### config.mk
export PLATFORM = sky130hd
export DESIGN_NAME = lcs_regs
export DESIGN_NICKNAME = d
export VERILOG_FILES = /design/src/lcs_pkg.sv /design/src/lcs_regs.sv
export VERILOG_INCLUDE_DIRS = /design/src /design/src/src
export SDC_FILE = /design/constraint.sdc
export NUM_CORES = 1
export LEC_CHECK = 0
export BUFFER_PORTS_ARGS = -buffer_cell sky130_fd_sc_hd__clkbuf_2
export CORE_UTILIZATION = 44
export CTS_BUF_LIST = sky130_fd_sc_hd__clkbuf_16
export CTS_CLUSTER_DIAMETER = 200
export DETAILED_ROUTE_END_ITERATION = 12
export GPL_ROUTABILITY_DRIVEN = 0
export GPL_TIMING_DRIVEN = 0
export PLACE_DENSITY = 0.78
export SETUP_SLACK_MARGIN = 0.15
export SLEW_MARGIN = 5
export SYNTH_ARGS = -nofsm -noshare
export SYNTH_HDL_FRONTEND = slang
export SYNTH_SLANG_ARGS = --single-unit
### constraint.sdc
create_clock -name i_sys_clk -period 3.4 [get_ports i_sys_clk]
set_input_delay 0.34 -clock i_sys_clk [delete_from_list [all_inputs] [get_ports i_sys_clk]]
set_output_delay 0.34 -clock i_sys_clk [all_outputs]
set_load 0.01 [all_outputs]
### src/lcs_defs.svh
// Purpose: offsets, field positions, reset values and counts of the link
//          control and status register bank
// Assumes: register index is the value on address bits A1-A6
// Notes:   only the low data byte carries register data
`ifndef LCS_DEFS_SVH
`define LCS_DEFS_SVH

`define LCS_IDX_CMD        6'h00
`define LCS_IDX_STAT0      6'h01
`define LCS_IDX_STAT13     6'h0e
`define LCS_IDX_IRQ        6'h0f
`define LCS_IDX_PARAM0     6'h10
`define LCS_IDX_PARAM1     6'h11
`define LCS_IDX_PARAM15    6'h1f
`define LCS_IDX_CNT0       6'h20
`define LCS_IDX_CNT17      6'h31
`define LCS_IDX_PARAM16    6'h32

`define LCS_CMD_RESET      8'h82
`define LCS_CMD_SEND       0
`define LCS_CMD_FDISC      1
`define LCS_CMD_RXRDY      2
`define LCS_CMD_ACTIVE     3
`define LCS_CMD_PWINIT     4
`define LCS_CMD_DISCSEL    7

`define LCS_RST_SEQ_CYC    4'h8
`define LCS_IRQ_DEPTH      3'h4
`define LCS_ST_INFO_MIN    5'h06
`define LCS_ST_SETUP       5'h04
`define LCS_ST_BUSY_A      5'h0d
`define LCS_ST_BUSY_B      5'h0f
`define LCS_ST_BUSY_C      5'h10
`define LCS_ST_BUSY_D      5'h11
`define LCS_ST_BUSY_E      5'h1a
`define LCS_ST_BUSY_F      5'h1b

`endif

### src/lcs_pkg.sv
// Purpose: types of the link control and status register bank
// Assumes: nothing beyond the defs header
// Notes:   no constants here, only enumerations
package lcs_pkg;

	typedef enum logic [1:0] {
		LCS_RST_SEQ,
		LCS_SETUP,
		LCS_OPER
	} lcs_phase_type;

	typedef enum logic [2:0] {
		LCS_DA_HOLD_IDLE,
		LCS_DA_DM_FLAG_FILL,
		LCS_DA_REMOTE_INIT,
		LCS_DA_ACTIVE_SETUP,
		LCS_DA_WAIT_ID,
		LCS_DA_INIT_ID,
		LCS_DA_ILLEGAL
	} lcs_disc_action_type;

endpackage

### src/lcs_regs.sv
// Purpose: host register bank, reset sequencing and board isolation
// Assumes: protocol engine supplies state, sequence values and events on
//          i_sys_clk; host pins are asynchronous and synchronised here
// Notes:   parameter and counter contents live outside; this block gates
//          their writes and returns their read data
`timescale 1ns/1ps
`include "lcs_defs.svh"

module lcs_regs (
	input  wire logic                       i_sys_clk,
	input  wire logic                       i_rst_b,
	input  wire logic                       i_master_reset_n,
	input  wire logic                       i_cs_n,
	input  wire logic                       i_rd_n,
	input  wire logic                       i_wr_n,
	input  wire logic [5:0]                 i_addr,
	input  wire logic [7:0]                 i_data,
	output logic      [7:0]                 o_data,
	output logic                            o_data_oe,
	output logic                            o_data_hi_oe,
	output logic                            o_iso_group_oe,
	output logic                            o_other_oe,
	output logic                            o_interrupt_request_n,
	input  wire logic [4:0]                 i_proto_state,
	input  wire logic [6:0]                 i_send_seq,
	input  wire logic [6:0]                 i_recv_seq,
	input  wire logic                       i_internal_send_request,
	input  wire logic [6:0]                 i_next_ack_expected,
	input  wire logic [6:0]                 i_prev_next_ack,
	input  wire logic                       i_ack_processing_pending,
	input  wire logic [15:0]                i_rx_control,
	input  wire logic [3:0]                 i_chain_segment,
	input  wire logic [4:0]                 i_protocol_input,
	input  wire logic                       i_last_poll_final,
	input  wire logic [39:0]                i_reject_bytes,
	input  wire logic                       i_modulo_128,
	input  wire logic                       i_id_exchange_enable,
	input  wire logic [7:0]                 i_ext_rdata,
	input  wire logic                       i_irq_valid,
	input  wire logic [5:0]                 i_irq_code,
	input  wire logic                       i_evt_link_down,
	input  wire logic                       i_evt_tx_not_ready,
	input  wire logic                       i_evt_rx_fault,
	input  wire logic                       i_evt_link_reset_rx,
	input  wire logic                       i_evt_iframe_lost,
	output logic [7:0]                      o_link_command,
	output logic                            o_tx_fill_ones,
	output logic                            o_rx_discard,
	output logic                            o_params_clear,
	output logic                            o_send_disc_frame,
	output logic                            o_enter_station_busy,
	output logic [2:0]                      o_pw_verdict,
	output lcs_pkg::lcs_disc_action_type    o_disc_action,
	output logic                            o_param_wr,
	output logic                            o_counter_wr,
	output logic [5:0]                      o_ext_index,
	output logic [7:0]                      o_ext_wdata
);

	// host pins pass two flip-flops before use
	logic [17:0] sync1_ff;
	logic [17:0] sync2_ff;
	logic        rd_n_d_ff;
	logic        wr_n_d_ff;

	always_ff @(posedge i_sys_clk or negedge i_rst_b) begin
		if (!i_rst_b) begin
			sync1_ff  <= {4'hf, 14'h0000};
			sync2_ff  <= {4'hf, 14'h0000};
			rd_n_d_ff <= 1'b1;
			wr_n_d_ff <= 1'b1;
		end else begin
			sync1_ff  <= {i_master_reset_n, i_cs_n, i_rd_n, i_wr_n,
				i_addr, i_data};
			sync2_ff  <= sync1_ff;
			rd_n_d_ff <= sync2_ff[15];
			wr_n_d_ff <= sync2_ff[14];
		end
	end

	logic       mr_act;
	logic       cs_s;
	logic [5:0] addr_s;
	logic [7:0] data_s;
	logic       rd_edge;
	logic       wr_edge;

	assign mr_act  = !sync2_ff[17];
	assign cs_s    = !sync2_ff[16];
	assign addr_s  = sync2_ff[13:8];
	assign data_s  = sync2_ff[7:0];
	assign rd_edge = cs_s && !sync2_ff[15] && rd_n_d_ff;
	assign wr_edge = cs_s && !sync2_ff[14] && wr_n_d_ff;

	function automatic logic in_info(input logic [4:0] st);
		in_info = (st >= `LCS_ST_INFO_MIN);
	endfunction

	function automatic logic in_busy(input logic [4:0] st);
		in_busy = (st == `LCS_ST_BUSY_A) || (st == `LCS_ST_BUSY_B) ||
			(st == `LCS_ST_BUSY_C) || (st == `LCS_ST_BUSY_D) ||
			(st == `LCS_ST_BUSY_E) || (st == `LCS_ST_BUSY_F);
	endfunction

	logic info_now;
	assign info_now = in_info(i_proto_state);

	// interrupt reason queue storage
	logic [5:0] q_mem [0:3];
	logic [1:0] q_wp_ff;
	logic [1:0] q_rp_ff;
	logic [2:0] q_cnt_ff;
	logic       q_push;

	genvar gi;
	generate
		for (gi = 0; gi < 4; gi++) begin : g_q
			always_ff @(posedge i_sys_clk or negedge i_rst_b) begin
				if (!i_rst_b) begin
					q_mem[gi] <= 6'h00;
				end else if (q_push && (q_wp_ff == 2'(gi))) begin
					q_mem[gi] <= i_irq_code;
				end
			end
		end
	endgenerate

	lcs_pkg::lcs_phase_type phase_ff;
	lcs_pkg::lcs_phase_type nxt_phase;
	logic [3:0] seq_cnt_ff;
	logic [3:0] nxt_seq_cnt;
	logic [7:0] cmd_ff;
	logic [7:0] nxt_cmd;
	logic [1:0] nxt_q_wp;
	logic [1:0] nxt_q_rp;
	logic [2:0] nxt_q_cnt;
	logic       lost_ff;
	logic       nxt_lost;
	logic       ovf_ff;
	logic       nxt_ovf;
	logic       host_done_n_ff;
	logic       nxt_host_done_n;
	logic       iflost_ff;
	logic       nxt_iflost;
	logic       info_d_ff;
	logic       busy_d_ff;
	logic       iso_ff;
	logic       nxt_iso;
	logic       mr_d_ff;
	logic [7:0] rdata_ff;
	logic [7:0] nxt_rdata;
	logic       param_wr_ff;
	logic       nxt_param_wr;
	logic       cnt_wr_ff;
	logic       nxt_cnt_wr;
	logic [5:0] ext_idx_ff;
	logic [7:0] ext_wd_ff;
	logic       disc_pulse_ff;
	logic       nxt_disc_pulse;
	logic       busy_pulse_ff;
	logic       nxt_busy_pulse;
	logic       q_pop;
	logic       rd_irq;
	logic       rd_st0;

	assign rd_irq = rd_edge && (addr_s == `LCS_IDX_IRQ);
	assign rd_st0 = rd_edge && (addr_s == `LCS_IDX_STAT0);
	assign q_pop  = rd_irq && (q_cnt_ff != 3'h0);
	// a pop in the same cycle makes room for the push
	assign q_push = i_irq_valid && !mr_act &&
		((q_cnt_ff != `LCS_IRQ_DEPTH) || q_pop);

	always_comb begin
		nxt_phase      = phase_ff;
		nxt_seq_cnt    = seq_cnt_ff;
		nxt_cmd        = cmd_ff;
		nxt_q_wp       = q_wp_ff;
		nxt_q_rp       = q_rp_ff;
		nxt_q_cnt      = q_cnt_ff;
		nxt_lost       = lost_ff;
		nxt_ovf        = ovf_ff;
		nxt_host_done_n     = host_done_n_ff;
		nxt_iflost     = iflost_ff;
		nxt_iso        = iso_ff;
		nxt_rdata      = rdata_ff;
		nxt_param_wr   = 1'b0;
		nxt_cnt_wr     = 1'b0;
		nxt_disc_pulse = 1'b0;
		nxt_busy_pulse = 1'b0;
		case (phase_ff)
			lcs_pkg::LCS_RST_SEQ: begin
				nxt_seq_cnt = seq_cnt_ff + 4'h1;
				if (seq_cnt_ff == `LCS_RST_SEQ_CYC - 4'h1) begin
					nxt_phase = lcs_pkg::LCS_SETUP;
				end
			end
			lcs_pkg::LCS_SETUP: begin
				if (!cmd_ff[`LCS_CMD_FDISC]) begin
					nxt_phase = lcs_pkg::LCS_OPER;
				end
			end
			lcs_pkg::LCS_OPER: begin
				nxt_phase = lcs_pkg::LCS_OPER;
			end
			default: begin
				nxt_phase = lcs_pkg::LCS_RST_SEQ;
			end
		endcase
		if (wr_edge) begin
			case (addr_s)
				`LCS_IDX_CMD: begin
					nxt_cmd = data_s;
				end
				default: begin
					nxt_cmd = cmd_ff;
				end
			endcase
			if ((addr_s >= `LCS_IDX_PARAM0 && addr_s <= `LCS_IDX_PARAM15) ||
				addr_s == `LCS_IDX_PARAM16) begin
				nxt_param_wr = cmd_ff[`LCS_CMD_FDISC] &&
					(phase_ff != lcs_pkg::LCS_RST_SEQ) &&
					((addr_s != `LCS_IDX_PARAM0) ||
					(phase_ff == lcs_pkg::LCS_SETUP));
			end
			nxt_cnt_wr = (addr_s >= `LCS_IDX_CNT0) &&
				(addr_s <= `LCS_IDX_CNT17);
		end
		// hardware clears win over a host write in the same cycle
		if (i_evt_link_down || i_evt_tx_not_ready) begin
			nxt_cmd[`LCS_CMD_SEND] = 1'b0;
		end
		if (i_evt_rx_fault) begin
			nxt_cmd[`LCS_CMD_RXRDY] = 1'b0;
		end
		if (info_now && nxt_cmd[`LCS_CMD_FDISC] &&
			!cmd_ff[`LCS_CMD_FDISC]) begin
			nxt_disc_pulse = 1'b1;
		end
		if (info_now && !nxt_cmd[`LCS_CMD_RXRDY] &&
			cmd_ff[`LCS_CMD_RXRDY]) begin
			nxt_busy_pulse = 1'b1;
		end
		if (q_pop) begin
			nxt_q_rp = q_rp_ff + 2'h1;
		end
		if (q_push) begin
			nxt_q_wp = q_wp_ff + 2'h1;
		end
		nxt_q_cnt = q_cnt_ff + {2'h0, q_push} - {2'h0, q_pop};
		if (rd_irq) begin
			nxt_lost = 1'b0;
		end
		if (rd_st0) begin
			nxt_ovf = 1'b0;
		end
		if (i_irq_valid && !mr_act && !q_push) begin
			nxt_lost = 1'b1;
			nxt_ovf  = 1'b1;
		end
		if (wr_edge && (addr_s == `LCS_IDX_STAT0 ||
			addr_s == `LCS_IDX_PARAM1)) begin
			nxt_host_done_n = 1'b0;
		end
		if ((i_evt_link_reset_rx && info_now) || (info_d_ff && !info_now)) begin
			nxt_host_done_n = 1'b1;
		end
		if (busy_d_ff && !in_busy(i_proto_state)) begin
			nxt_iflost = 1'b0;
		end
		if (i_evt_iframe_lost) begin
			nxt_iflost = 1'b1;
		end
		if (mr_act && !mr_d_ff) begin
			nxt_iso = cs_s;
		end else if (!mr_act) begin
			nxt_iso = 1'b0;
		end
		if (rd_edge) begin
			case (addr_s)
				`LCS_IDX_CMD:  nxt_rdata = cmd_ff;
				6'h01: nxt_rdata = {host_done_n_ff,
					(i_proto_state >= `LCS_ST_SETUP), ovf_ff, i_proto_state};
				6'h02: nxt_rdata = {info_now, i_send_seq};
				6'h03: nxt_rdata = {!i_internal_send_request, i_recv_seq};
				6'h04: nxt_rdata = {i_ack_processing_pending,
					i_next_ack_expected};
				6'h05: nxt_rdata = {i_ack_processing_pending, i_prev_next_ack};
				6'h06: nxt_rdata = i_rx_control[7:0];
				6'h07: nxt_rdata = i_modulo_128 ? i_rx_control[15:8] : 8'h00;
				6'h08: nxt_rdata = {4'h0, i_chain_segment};
				6'h09: nxt_rdata = {1'b0, iflost_ff,
					i_last_poll_final, i_protocol_input};
				6'h0a: nxt_rdata = i_reject_bytes[7:0];
				6'h0b: nxt_rdata = i_reject_bytes[15:8];
				6'h0c: nxt_rdata = i_reject_bytes[23:16];
				6'h0d: nxt_rdata = i_modulo_128 ? i_reject_bytes[31:24] : 8'h00;
				`LCS_IDX_STAT13: nxt_rdata = i_modulo_128 ?
					i_reject_bytes[39:32] : 8'h00;
				`LCS_IDX_IRQ: nxt_rdata = {lost_ff, 1'b0,
					(q_cnt_ff != 3'h0) ? q_mem[q_rp_ff] : 6'h00};
				default: nxt_rdata = (addr_s <= `LCS_IDX_PARAM16) ?
					i_ext_rdata : 8'h00;
			endcase
		end
		if (mr_act) begin
			nxt_phase    = lcs_pkg::LCS_RST_SEQ;
			nxt_seq_cnt  = 4'h0;
			nxt_cmd      = `LCS_CMD_RESET;
			nxt_q_wp     = 2'h0;
			nxt_q_rp     = 2'h0;
			nxt_q_cnt    = 3'h0;
			nxt_lost     = 1'b0;
			nxt_param_wr = 1'b0;
			nxt_cnt_wr   = 1'b0;
		end
	end

	always_ff @(posedge i_sys_clk or negedge i_rst_b) begin
		if (!i_rst_b) begin
			phase_ff      <= lcs_pkg::LCS_RST_SEQ;
			seq_cnt_ff    <= 4'h0;
			cmd_ff        <= `LCS_CMD_RESET;
			q_wp_ff       <= 2'h0;
			q_rp_ff       <= 2'h0;
			q_cnt_ff      <= 3'h0;
			lost_ff       <= 1'b0;
			ovf_ff        <= 1'b0;
			host_done_n_ff     <= 1'b0;
			iflost_ff     <= 1'b0;
			info_d_ff     <= 1'b0;
			busy_d_ff     <= 1'b0;
			iso_ff        <= 1'b0;
			mr_d_ff       <= 1'b0;
			rdata_ff      <= 8'h00;
			param_wr_ff   <= 1'b0;
			cnt_wr_ff     <= 1'b0;
			ext_idx_ff    <= 6'h00;
			ext_wd_ff     <= 8'h00;
			disc_pulse_ff <= 1'b0;
			busy_pulse_ff <= 1'b0;
		end else begin
			phase_ff      <= nxt_phase;
			seq_cnt_ff    <= nxt_seq_cnt;
			cmd_ff        <= nxt_cmd;
			q_wp_ff       <= nxt_q_wp;
			q_rp_ff       <= nxt_q_rp;
			q_cnt_ff      <= nxt_q_cnt;
			lost_ff       <= nxt_lost;
			ovf_ff        <= nxt_ovf;
			host_done_n_ff     <= nxt_host_done_n;
			iflost_ff     <= nxt_iflost;
			info_d_ff     <= info_now;
			busy_d_ff     <= in_busy(i_proto_state);
			iso_ff        <= nxt_iso;
			mr_d_ff       <= mr_act;
			rdata_ff      <= nxt_rdata;
			param_wr_ff   <= nxt_param_wr;
			cnt_wr_ff     <= nxt_cnt_wr;
			ext_idx_ff    <= wr_edge ? addr_s : ext_idx_ff;
			ext_wd_ff     <= wr_edge ? data_s : ext_wd_ff;
			disc_pulse_ff <= nxt_disc_pulse;
			busy_pulse_ff <= nxt_busy_pulse;
		end
	end

	always_comb begin
		o_disc_action = lcs_pkg::LCS_DA_HOLD_IDLE;
		if (cmd_ff[`LCS_CMD_FDISC]) begin
			o_disc_action = lcs_pkg::LCS_DA_HOLD_IDLE;
		end else if (i_id_exchange_enable) begin
			if (cmd_ff[`LCS_CMD_DISCSEL]) begin
				o_disc_action = lcs_pkg::LCS_DA_ILLEGAL;
			end else if (cmd_ff[`LCS_CMD_PWINIT]) begin
				o_disc_action = lcs_pkg::LCS_DA_INIT_ID;
			end else begin
				o_disc_action = lcs_pkg::LCS_DA_WAIT_ID;
			end
		end else if (cmd_ff[`LCS_CMD_ACTIVE]) begin
			o_disc_action = lcs_pkg::LCS_DA_ACTIVE_SETUP;
		end else if (cmd_ff[`LCS_CMD_DISCSEL]) begin
			o_disc_action = lcs_pkg::LCS_DA_REMOTE_INIT;
		end else begin
			o_disc_action = lcs_pkg::LCS_DA_DM_FLAG_FILL;
		end
	end

	assign o_link_command        = cmd_ff;
	assign o_pw_verdict          = cmd_ff[6:4];
	assign o_data                = rdata_ff;
	assign o_data_oe             = cs_s && !sync2_ff[15] && !mr_act;
	assign o_data_hi_oe          = 1'b0;
	assign o_iso_group_oe        = !(mr_act && iso_ff);
	assign o_other_oe            = !mr_act;
	assign o_interrupt_request_n = (q_cnt_ff == 3'h0);
	assign o_tx_fill_ones        = (phase_ff != lcs_pkg::LCS_OPER) ||
		cmd_ff[`LCS_CMD_FDISC];
	assign o_rx_discard          = (phase_ff != lcs_pkg::LCS_OPER);
	assign o_params_clear        = mr_act;
	assign o_send_disc_frame     = disc_pulse_ff;
	assign o_enter_station_busy  = busy_pulse_ff;
	assign o_param_wr            = param_wr_ff;
	assign o_counter_wr          = cnt_wr_ff;
	assign o_ext_index           = ext_idx_ff;
	assign o_ext_wdata           = ext_wd_ff;

	property p_rst_seq;
		@(posedge i_sys_clk) disable iff (!i_rst_b)
		$rose(phase_ff == lcs_pkg::LCS_SETUP) |->
			$past(phase_ff == lcs_pkg::LCS_RST_SEQ, 8);
	endproperty
	a_rst_seq: assert property (p_rst_seq) else $error("reset seq length");

	property p_setup_fill;
		@(posedge i_sys_clk) disable iff (!i_rst_b)
		(phase_ff == lcs_pkg::LCS_SETUP) && !cmd_ff[`LCS_CMD_FDISC] &&
			!mr_act |=> (phase_ff == lcs_pkg::LCS_OPER) && !o_rx_discard;
	endproperty
	a_setup_fill: assert property (p_setup_fill) else $error("setup fill");

	property p_param_gate;
		@(posedge i_sys_clk) disable iff (!i_rst_b)
		o_param_wr |-> $past(cmd_ff[`LCS_CMD_FDISC]);
	endproperty
	a_param_gate: assert property (p_param_gate) else $error("param gate");

	property p_iso;
		@(posedge i_sys_clk) disable iff (!i_rst_b)
		(mr_act && !mr_d_ff) ##1 mr_act |->
			!o_other_oe && (o_iso_group_oe == !$past(cs_s));
	endproperty
	a_iso: assert property (p_iso) else $error("isolation enables");

	property p_irq_empty;
		@(posedge i_sys_clk) disable iff (!i_rst_b)
		rd_irq && (q_cnt_ff == 3'h0) && !lost_ff |=> o_data == 8'h00;
	endproperty
	a_irq_empty: assert property (p_irq_empty) else $error("empty irq read");

	property p_lost_clr;
		@(posedge i_sys_clk) disable iff (!i_rst_b)
		rd_irq && !i_irq_valid |=> !lost_ff;
	endproperty
	a_lost_clr: assert property (p_lost_clr) else $error("lost not cleared");

	property p_cmd_reset;
		@(posedge i_sys_clk) disable iff (!i_rst_b)
		mr_act ##1 mr_act |-> o_link_command == `LCS_CMD_RESET;
	endproperty
	a_cmd_reset: assert property (p_cmd_reset) else $error("cmd reset value");

	property p_send_clr;
		@(posedge i_sys_clk) disable iff (!i_rst_b)
		(i_evt_link_down || i_evt_tx_not_ready) && !mr_act |=> !cmd_ff[0];
	endproperty
	a_send_clr: assert property (p_send_clr) else $error("send not cleared");

	property p_rxrdy_clr;
		@(posedge i_sys_clk) disable iff (!i_rst_b)
		i_evt_rx_fault && !mr_act |=> !cmd_ff[`LCS_CMD_RXRDY];
	endproperty
	a_rxrdy_clr: assert property (p_rxrdy_clr) else $error("rx ready kept");

	property p_host_done_n;
		@(posedge i_sys_clk) disable iff (!i_rst_b)
		info_d_ff && !info_now |=> host_done_n_ff;
	endproperty
	a_host_done_n: assert property (p_host_done_n) else $error("host done not set");

	property p_ovf;
		@(posedge i_sys_clk) disable iff (!i_rst_b)
		i_irq_valid && !mr_act && (q_cnt_ff == 3'h4) && !rd_irq |=> ovf_ff;
	endproperty
	a_ovf: assert property (p_ovf) else $error("overflow not flagged");

	c_full: cover property (@(posedge i_sys_clk) q_cnt_ff == 3'h4);
	c_oper: cover property (@(posedge i_sys_clk)
		phase_ff == lcs_pkg::LCS_OPER);
	c_disc: cover property (@(posedge i_sys_clk) o_send_disc_frame);
	c_iso:  cover property (@(posedge i_sys_clk) !o_iso_group_oe);

endmodule

# == Yosys cells after proc, flatten, opt, wreduce, memory -nomap -nowiden ==
# Cells that the tools add are included.
# word_totals
word_cells,202
regBits,117
# classes
n_bitwise,1
add_sub_neg,5
eq_ne,42
mux,49
n_reduce_logical,66
magnitude_cmp,8
# ops
operator,count
8-bit case mux with 16 select lines,1
8-bit two-way mux,7
6-bit by 4-bit == test with 1-bit output (second input constant),8
1-bit logical AND,29
6-bit by 3-bit == test with 1-bit output (second input constant),4
1-bit two-way mux,21
5-bit == test (second input constant),4
2-bit two-way mux,10
6-bit two-way mux,3
6-bit binary-select mux with 2-bit select,1
6-bit by 2-bit == test with 1-bit output (second input constant),2
6-bit <= comparator (second input constant),2
1-bit logical NOT,12
1-bit logical OR,12
5-bit by 4-bit == test with 1-bit output (second input constant),2
5-bit by 3-bit >= comparator with 1-bit output (second input constant),2
2-bit by 1-bit inequality test with 1-bit output (second input constant),5
2-bit nonzero test,5
3-bit two-way mux,3
3-bit by 1-bit inequality test with 1-bit output (second input constant),3
3-bit inequality test (second input constant),3
4-bit two-way mux,2
2-bit == test (second input constant),3
6-bit by 1-bit == test with 1-bit output (second input constant),1
21 further kinds,26

# == Longest topological paths before layout ==
# depth
ltp_word,11
mapped_depth,12

# == Worst setup path after synthesis ==
# Ideal clock, no wire load.
# synth_path
path_kind,register -> register
from,reg sync2_ff[17]
to,reg q_cnt_ff[2]
setup_slack_ns,0.874
path_buffers,1
path_stages_with_launch,12
t_arrival_ns,2.388
cell_sequence,dfstp_2 -> clkbuf_1 -> nand2_1 -> a31oi_4 -> inv_2 -> ha_1 -> inv_1 -> ha_1 -> inv_1 -> fa_1 -> xnor2_1 -> nor2_1
# synth_between
elab_chain_cells,5
# synth_lines
item,line,source
from (decl),lcs_regs.sv:62,logic [17:0] sync2_ff;
from (signal assigned),lcs_regs.sv:69,"sync2_ff <= {4'hf, 14'h0000};"
from (signal assigned),lcs_regs.sv:75,sync2_ff <= sync1_ff;
1-bit logical AND (2 in series),lcs_regs.sv:170,assign q_push = i_irq_valid && !mr_act &&
3-bit by 1-bit adder with 3-bit output,lcs_regs.sv:249,"nxt_q_cnt = q_cnt_ff + {2'h0, q_push} - {2'h0, q_pop};"
3-bit by 1-bit subtractor with 3-bit output,lcs_regs.sv:249,
3-bit two-way mux (*),lcs_regs.sv:305,if (mr_act) begin
net nxt_q_cnt[2],lcs_regs.sv:136,logic [2:0] nxt_q_cnt;
to (signal assigned),lcs_regs.sv:347,q_cnt_ff <= nxt_q_cnt;
to (decl),lcs_regs.sv:112,logic [2:0] q_cnt_ff;
# Mark *: on every way through the listed nets, which the timed path passes. The rest lies on a longest branch.
# A chain may end at the register's enable or synchronous reset.

# == Worst setup path in the final report ==
# Same ends and word-level chain as after synthesis.

==> impl_metrics.tcl <==
set metrics [dict create \
    outcome "completed" \
    hold_viol_final 0 \
    clockBufferDepth 2 \
    antenna_cells 0 \
    rows 41 \
    period_share_pct 84.5 \
    p_leak_nw 3.64 \
    rsz0062_at_grt "no" \
    syn_avg_cell_area_um2 11.1 \
    synthesis.nets 684 \
    die_y_um 117 \
    finalMaxSlewViolations 0 \
    maxCapViolations 0 \
    critPathKind "flip-flop to flip-flop" \
    r2r_cells 11 \
    grt_pass1_wl_um 30400 \
    cts_setup_buffers 0 \
    rr_endpoint "q_cnt_ff[2]" \
    fmax_mhz 348 \
    regToRegStartpoint "sync2_ff[17]" \
    finClkSkew_ps 11.6 \
    crit_slowest_cell "dfstp_2" \
    overflow 0 \
    setup-violations-final 0 \
    start_util_pct 45.7 \
    holdPathEnd "sync1_ff[15]" \
    ys_seq_area_share_pct 50.2 \
    cts_made_buffers 17 \
    crit_path_start_kind "flip-flop" \
    placed_cell_area_um2 7060 \
    crit_required_ps 3660 \
    slowest_delay_ps 530 \
    clock_latency_ps 410 \
    root_buffer "clkbuf_16" \
    grt_usage_pct 28.8 \
    final_cell_area_um2 7720 \
    crit_chain "clkbuf_1 -> nand2_1 -> a31oi_4 -> inv_2 -> ha_1 -> inv_1 -> ha_1 -> inv_1 -> fa_1 -> xnor2_1 -> nor2_1" \
    synth_ff_type "dfrtp_1" \
    highest_layer "met4" \
    dieArea_um2 13800 \
    via_per_inst 5.86 \
    yosys_warnings 0 \
    syn_inst 529 \
    wl_um 19300 \
    cts_sinks 117 \
    synth_edf_count 0 \
    syn_area_um2 5860 \
    hp-class "input port to flip-flop" \
    first_pass_iters 6 \
    ant_nets 0 \
    arrival_ps 3140 \
    nNetsFinal 897 \
    r2r_slack_ps 530 \
    peakVddDrop_v 0.000343 \
    hold_path_depth 1 \
    hp-start "i_rd_n" \
    ys_seq_elements 117 \
    synth_cell_types 73 \
    synth-async-reset-ratio_pct 100 \
    io_buffers 189 \
    tns_ps 0 \
    period_needed_ps 2870 \
    grt_max_degree 81 \
    critPathCaptureType "flip-flop" \
    wl_met3_um 1740 \
    die_w_um 117 \
    synthToLayoutAreaGrowth_pct 31.7 \
    htreeDepth 4 \
    drc 0 \
    hpwl_um 14500 \
    crit_fanout 10 \
    antenna_found_initial 0 \
    drt_iter0_drc 458 \
    wl_met1_um 7510 \
    relSlewSlack_pct 47.0 \
    met2_wirelength_um 9140 \
    finalPower_mw 4.35 \
    vias 5433 \
    avgRoutedWirePerCell_um 20.8 \
    power.density_nw_per_um2 564 \
    cts_tree "yes" \
    grt_pass1_vias 5605 \
    drive_gt1_share_pct 37.6 \
    tightest_slew_ps 789 \
    clkTransAtPathRegs_ps 60 \
    core_area_um2 12800 \
    io_pins 191 \
]
-- Yosys cell counts (2+ instances only) --
| master | number | area share (%) |
|---|---|---|
| buf_4 | 5 | 0.64 |
| a211o_1 | 2 | 0.30 |
| a32oi_1 | 4 | 0.60 |
| mux2_1 | 24 | 4.6 |
| mux2i_1 | 13 | 2.2 |
| nand3b_1 | 10 | 1.3 |
| nor3b_2 | 3 | 0.64 |
| a21oi_1 | 23 | 2.0 |
| nor4_1 | 2 | 0.21 |
| or2_1 | 2 | 0.21 |
| a31oi_1 | 11 | 1.2 |
| o21ai_0 | 8 | 0.68 |
| ha_1 | 11 | 2.3 |
| o21ai_1 | 7 | 0.60 |
| nand3_1 | 15 | 1.3 |
| o2bb2ai_1 | 7 | 1.0 |
| o2111ai_1 | 2 | 0.30 |
| or3_1 | 3 | 0.32 |
| a21o_1 | 2 | 0.26 |
| nor3_1 | 10 | 0.85 |
| nand4_1 | 4 | 0.43 |
| a221oi_1 | 4 | 0.60 |
| buf_2 | 10 | 0.85 |
| xnor2_1 | 3 | 0.45 |
| nand2_4 | 4 | 0.77 |
| nor2b_1 | 6 | 0.64 |
| mux2_2 | 14 | 2.7 |
| clkbuf_1 | 17 | 1.1 |
| a22o_1 | 8 | 1.2 |
| nor2_1 | 39 | 2.5 |
| o311ai_0 | 2 | 0.30 |
| nand2b_1 | 5 | 0.53 |
| mux4_2 | 8 | 3.1 |
| a311oi_1 | 2 | 0.30 |
| o31ai_1 | 4 | 0.51 |
| inv_1 | 13 | 0.83 |
| inv_2 | 2 | 0.13 |
| a2111oi_0 | 2 | 0.30 |
| dfstp_2 | 12 | 5.4 |
| dfrtp_1 | 105 | 45 |
| a22oi_1 | 10 | 1.3 |
| nand2_1 | 47 | 3.0 |
| and2_1 | 6 | 0.64 |
| xor2_1 | 4 | 0.60 |
| and3_1 | 6 | 0.64 |
-- final cells by class --
| class | instances | area [um2] |
|---|---|---|
| well taps | 172 | 215 |
| clock inverters | 15 | 194 |
| flip-flops and latches | 117 | 2940 |
| fillers | 1066 | 5110 |
| repair buffers | 194 | 1020 |
| inverters | 15 | 56.3 |
| multi-input cells | 365 | 2710 |
| clock buffers | 17 | 425 |
| plain buffers | 32 | 151 |
-- cell families (layout without fill, tap and decap cells) --
kind of cell	Yosys count	in the layout	synth area share [%]
and+or+nand+nor	176	176	16.3
other	1	1	0.0640
buffers and inverters	47	273	3.54
DFF	117	117	50.2
muxes	59	59	12.6
AOI/OAI and AO/OA	110	110	13.5
xor gates and xnor gates	7	7	1.05
adders and majority gates	12	12	2.69
-- through the flow --
step           utilization [%]  instances  hold WS, ps  setup slack, ps
2_1_floorplan                -        529         44.4              874
3_3_place_gp              54.7        890          332              388
3_5_place_dp              55.0        891          291              537
4_1_cts                   60.2        927        0.326              500
5_1_grt                   60.2        927        0.521              345
6_report                  60.2        927         11.1              526
-- state kept, by name, indices dropped and copies added (netlist names), 3 cells and up --
register        flops
q_mem              24
sync1_ff           18
sync2_ff           18
o_data              8
o_ext_wdata         8
o_link_command      8
o_ext_index         6
seq_cnt_ff          4
q_cnt_ff            3
-- timing repair --
action,4_1_cts,5_1_grt
hold buffers,4,0
endpoints found under the hold margin,39,0
resized for setup,0,0
-- worst max-delay path: cells and delay by family, from the launching register on --
kind | cells | cell delay, ps
adder cells (fa/ha/maj) | 3 | 790
AO/OA/AOI/OAI | 1 | 420
flip-flops | 1 | 530
buffers and inverters | 4 | 590
XOR/XNOR | 1 | 170
AND/OR/NAND/NOR | 2 | 230
-- per-layer routing --
metal	up-vias	track usage (%)
li1	2369	-
met1	2595	36.1
met2	392	45.6
met3	77	7.68
met4	0	15.3
met5	-	0
-- how the worst max path moves through the flow --
stage                  from             end  slack, ps  cells past startpoint
2_1_floorplan  sync2_ff[17]     q_cnt_ff[2]        870                     11
5_1_grt        sync2_ff[17]     q_cnt_ff[2]        340                     11
3_3_place_gp        i_rst_b  o_ext_index[0]        390                      1
6_report       sync2_ff[17]     q_cnt_ff[2]        530                     11
4_1_cts        sync2_ff[17]     q_cnt_ff[2]        500                     11
3_5_place_dp   sync2_ff[17]     q_cnt_ff[2]        540                     11
-- power breakdown --
part / internal (mW) / switching (mW) / total (mW)
logic: 0.345 / 0.379 / 0.724
registers: 1.61 / 0.140 / 1.75
clock network: 1.17 / 0.702 / 1.87
-- cells in the final DEF, fill, tap and decap left out, drive strengths merged, types with 3 or more instances in the layout --
| cell | n |
|---|---|
| a21oi | 23 |
| a221oi | 4 |
| a22o | 8 |
| a22oi | 10 |
| a31oi | 12 |
| a32oi | 4 |
| and2 | 7 |
| and3 | 6 |
| buf | 16 |
| bufinv | 3 |
| clkbuf | 223 |
| clkinv | 4 |
| dfrtp | 105 |
| dfstp | 12 |
| dlygate4sd3 | 4 |
| ha | 11 |
| inv | 22 |
| mux2 | 38 |
| mux2i | 13 |
| mux4 | 8 |
| nand2 | 51 |
| nand2b | 5 |
| nand3 | 15 |
| nand3b | 10 |
| nand4 | 4 |
| nor2 | 40 |
| nor2b | 6 |
| nor3 | 11 |
| nor3b | 4 |
| nor4 | 3 |
| o21ai | 15 |
| o2bb2ai | 7 |
| o31ai | 4 |
| or3 | 3 |
| xnor2 | 3 |
| xor2 | 4 |
Note: power is estimated with default switching activity, not from simulation.
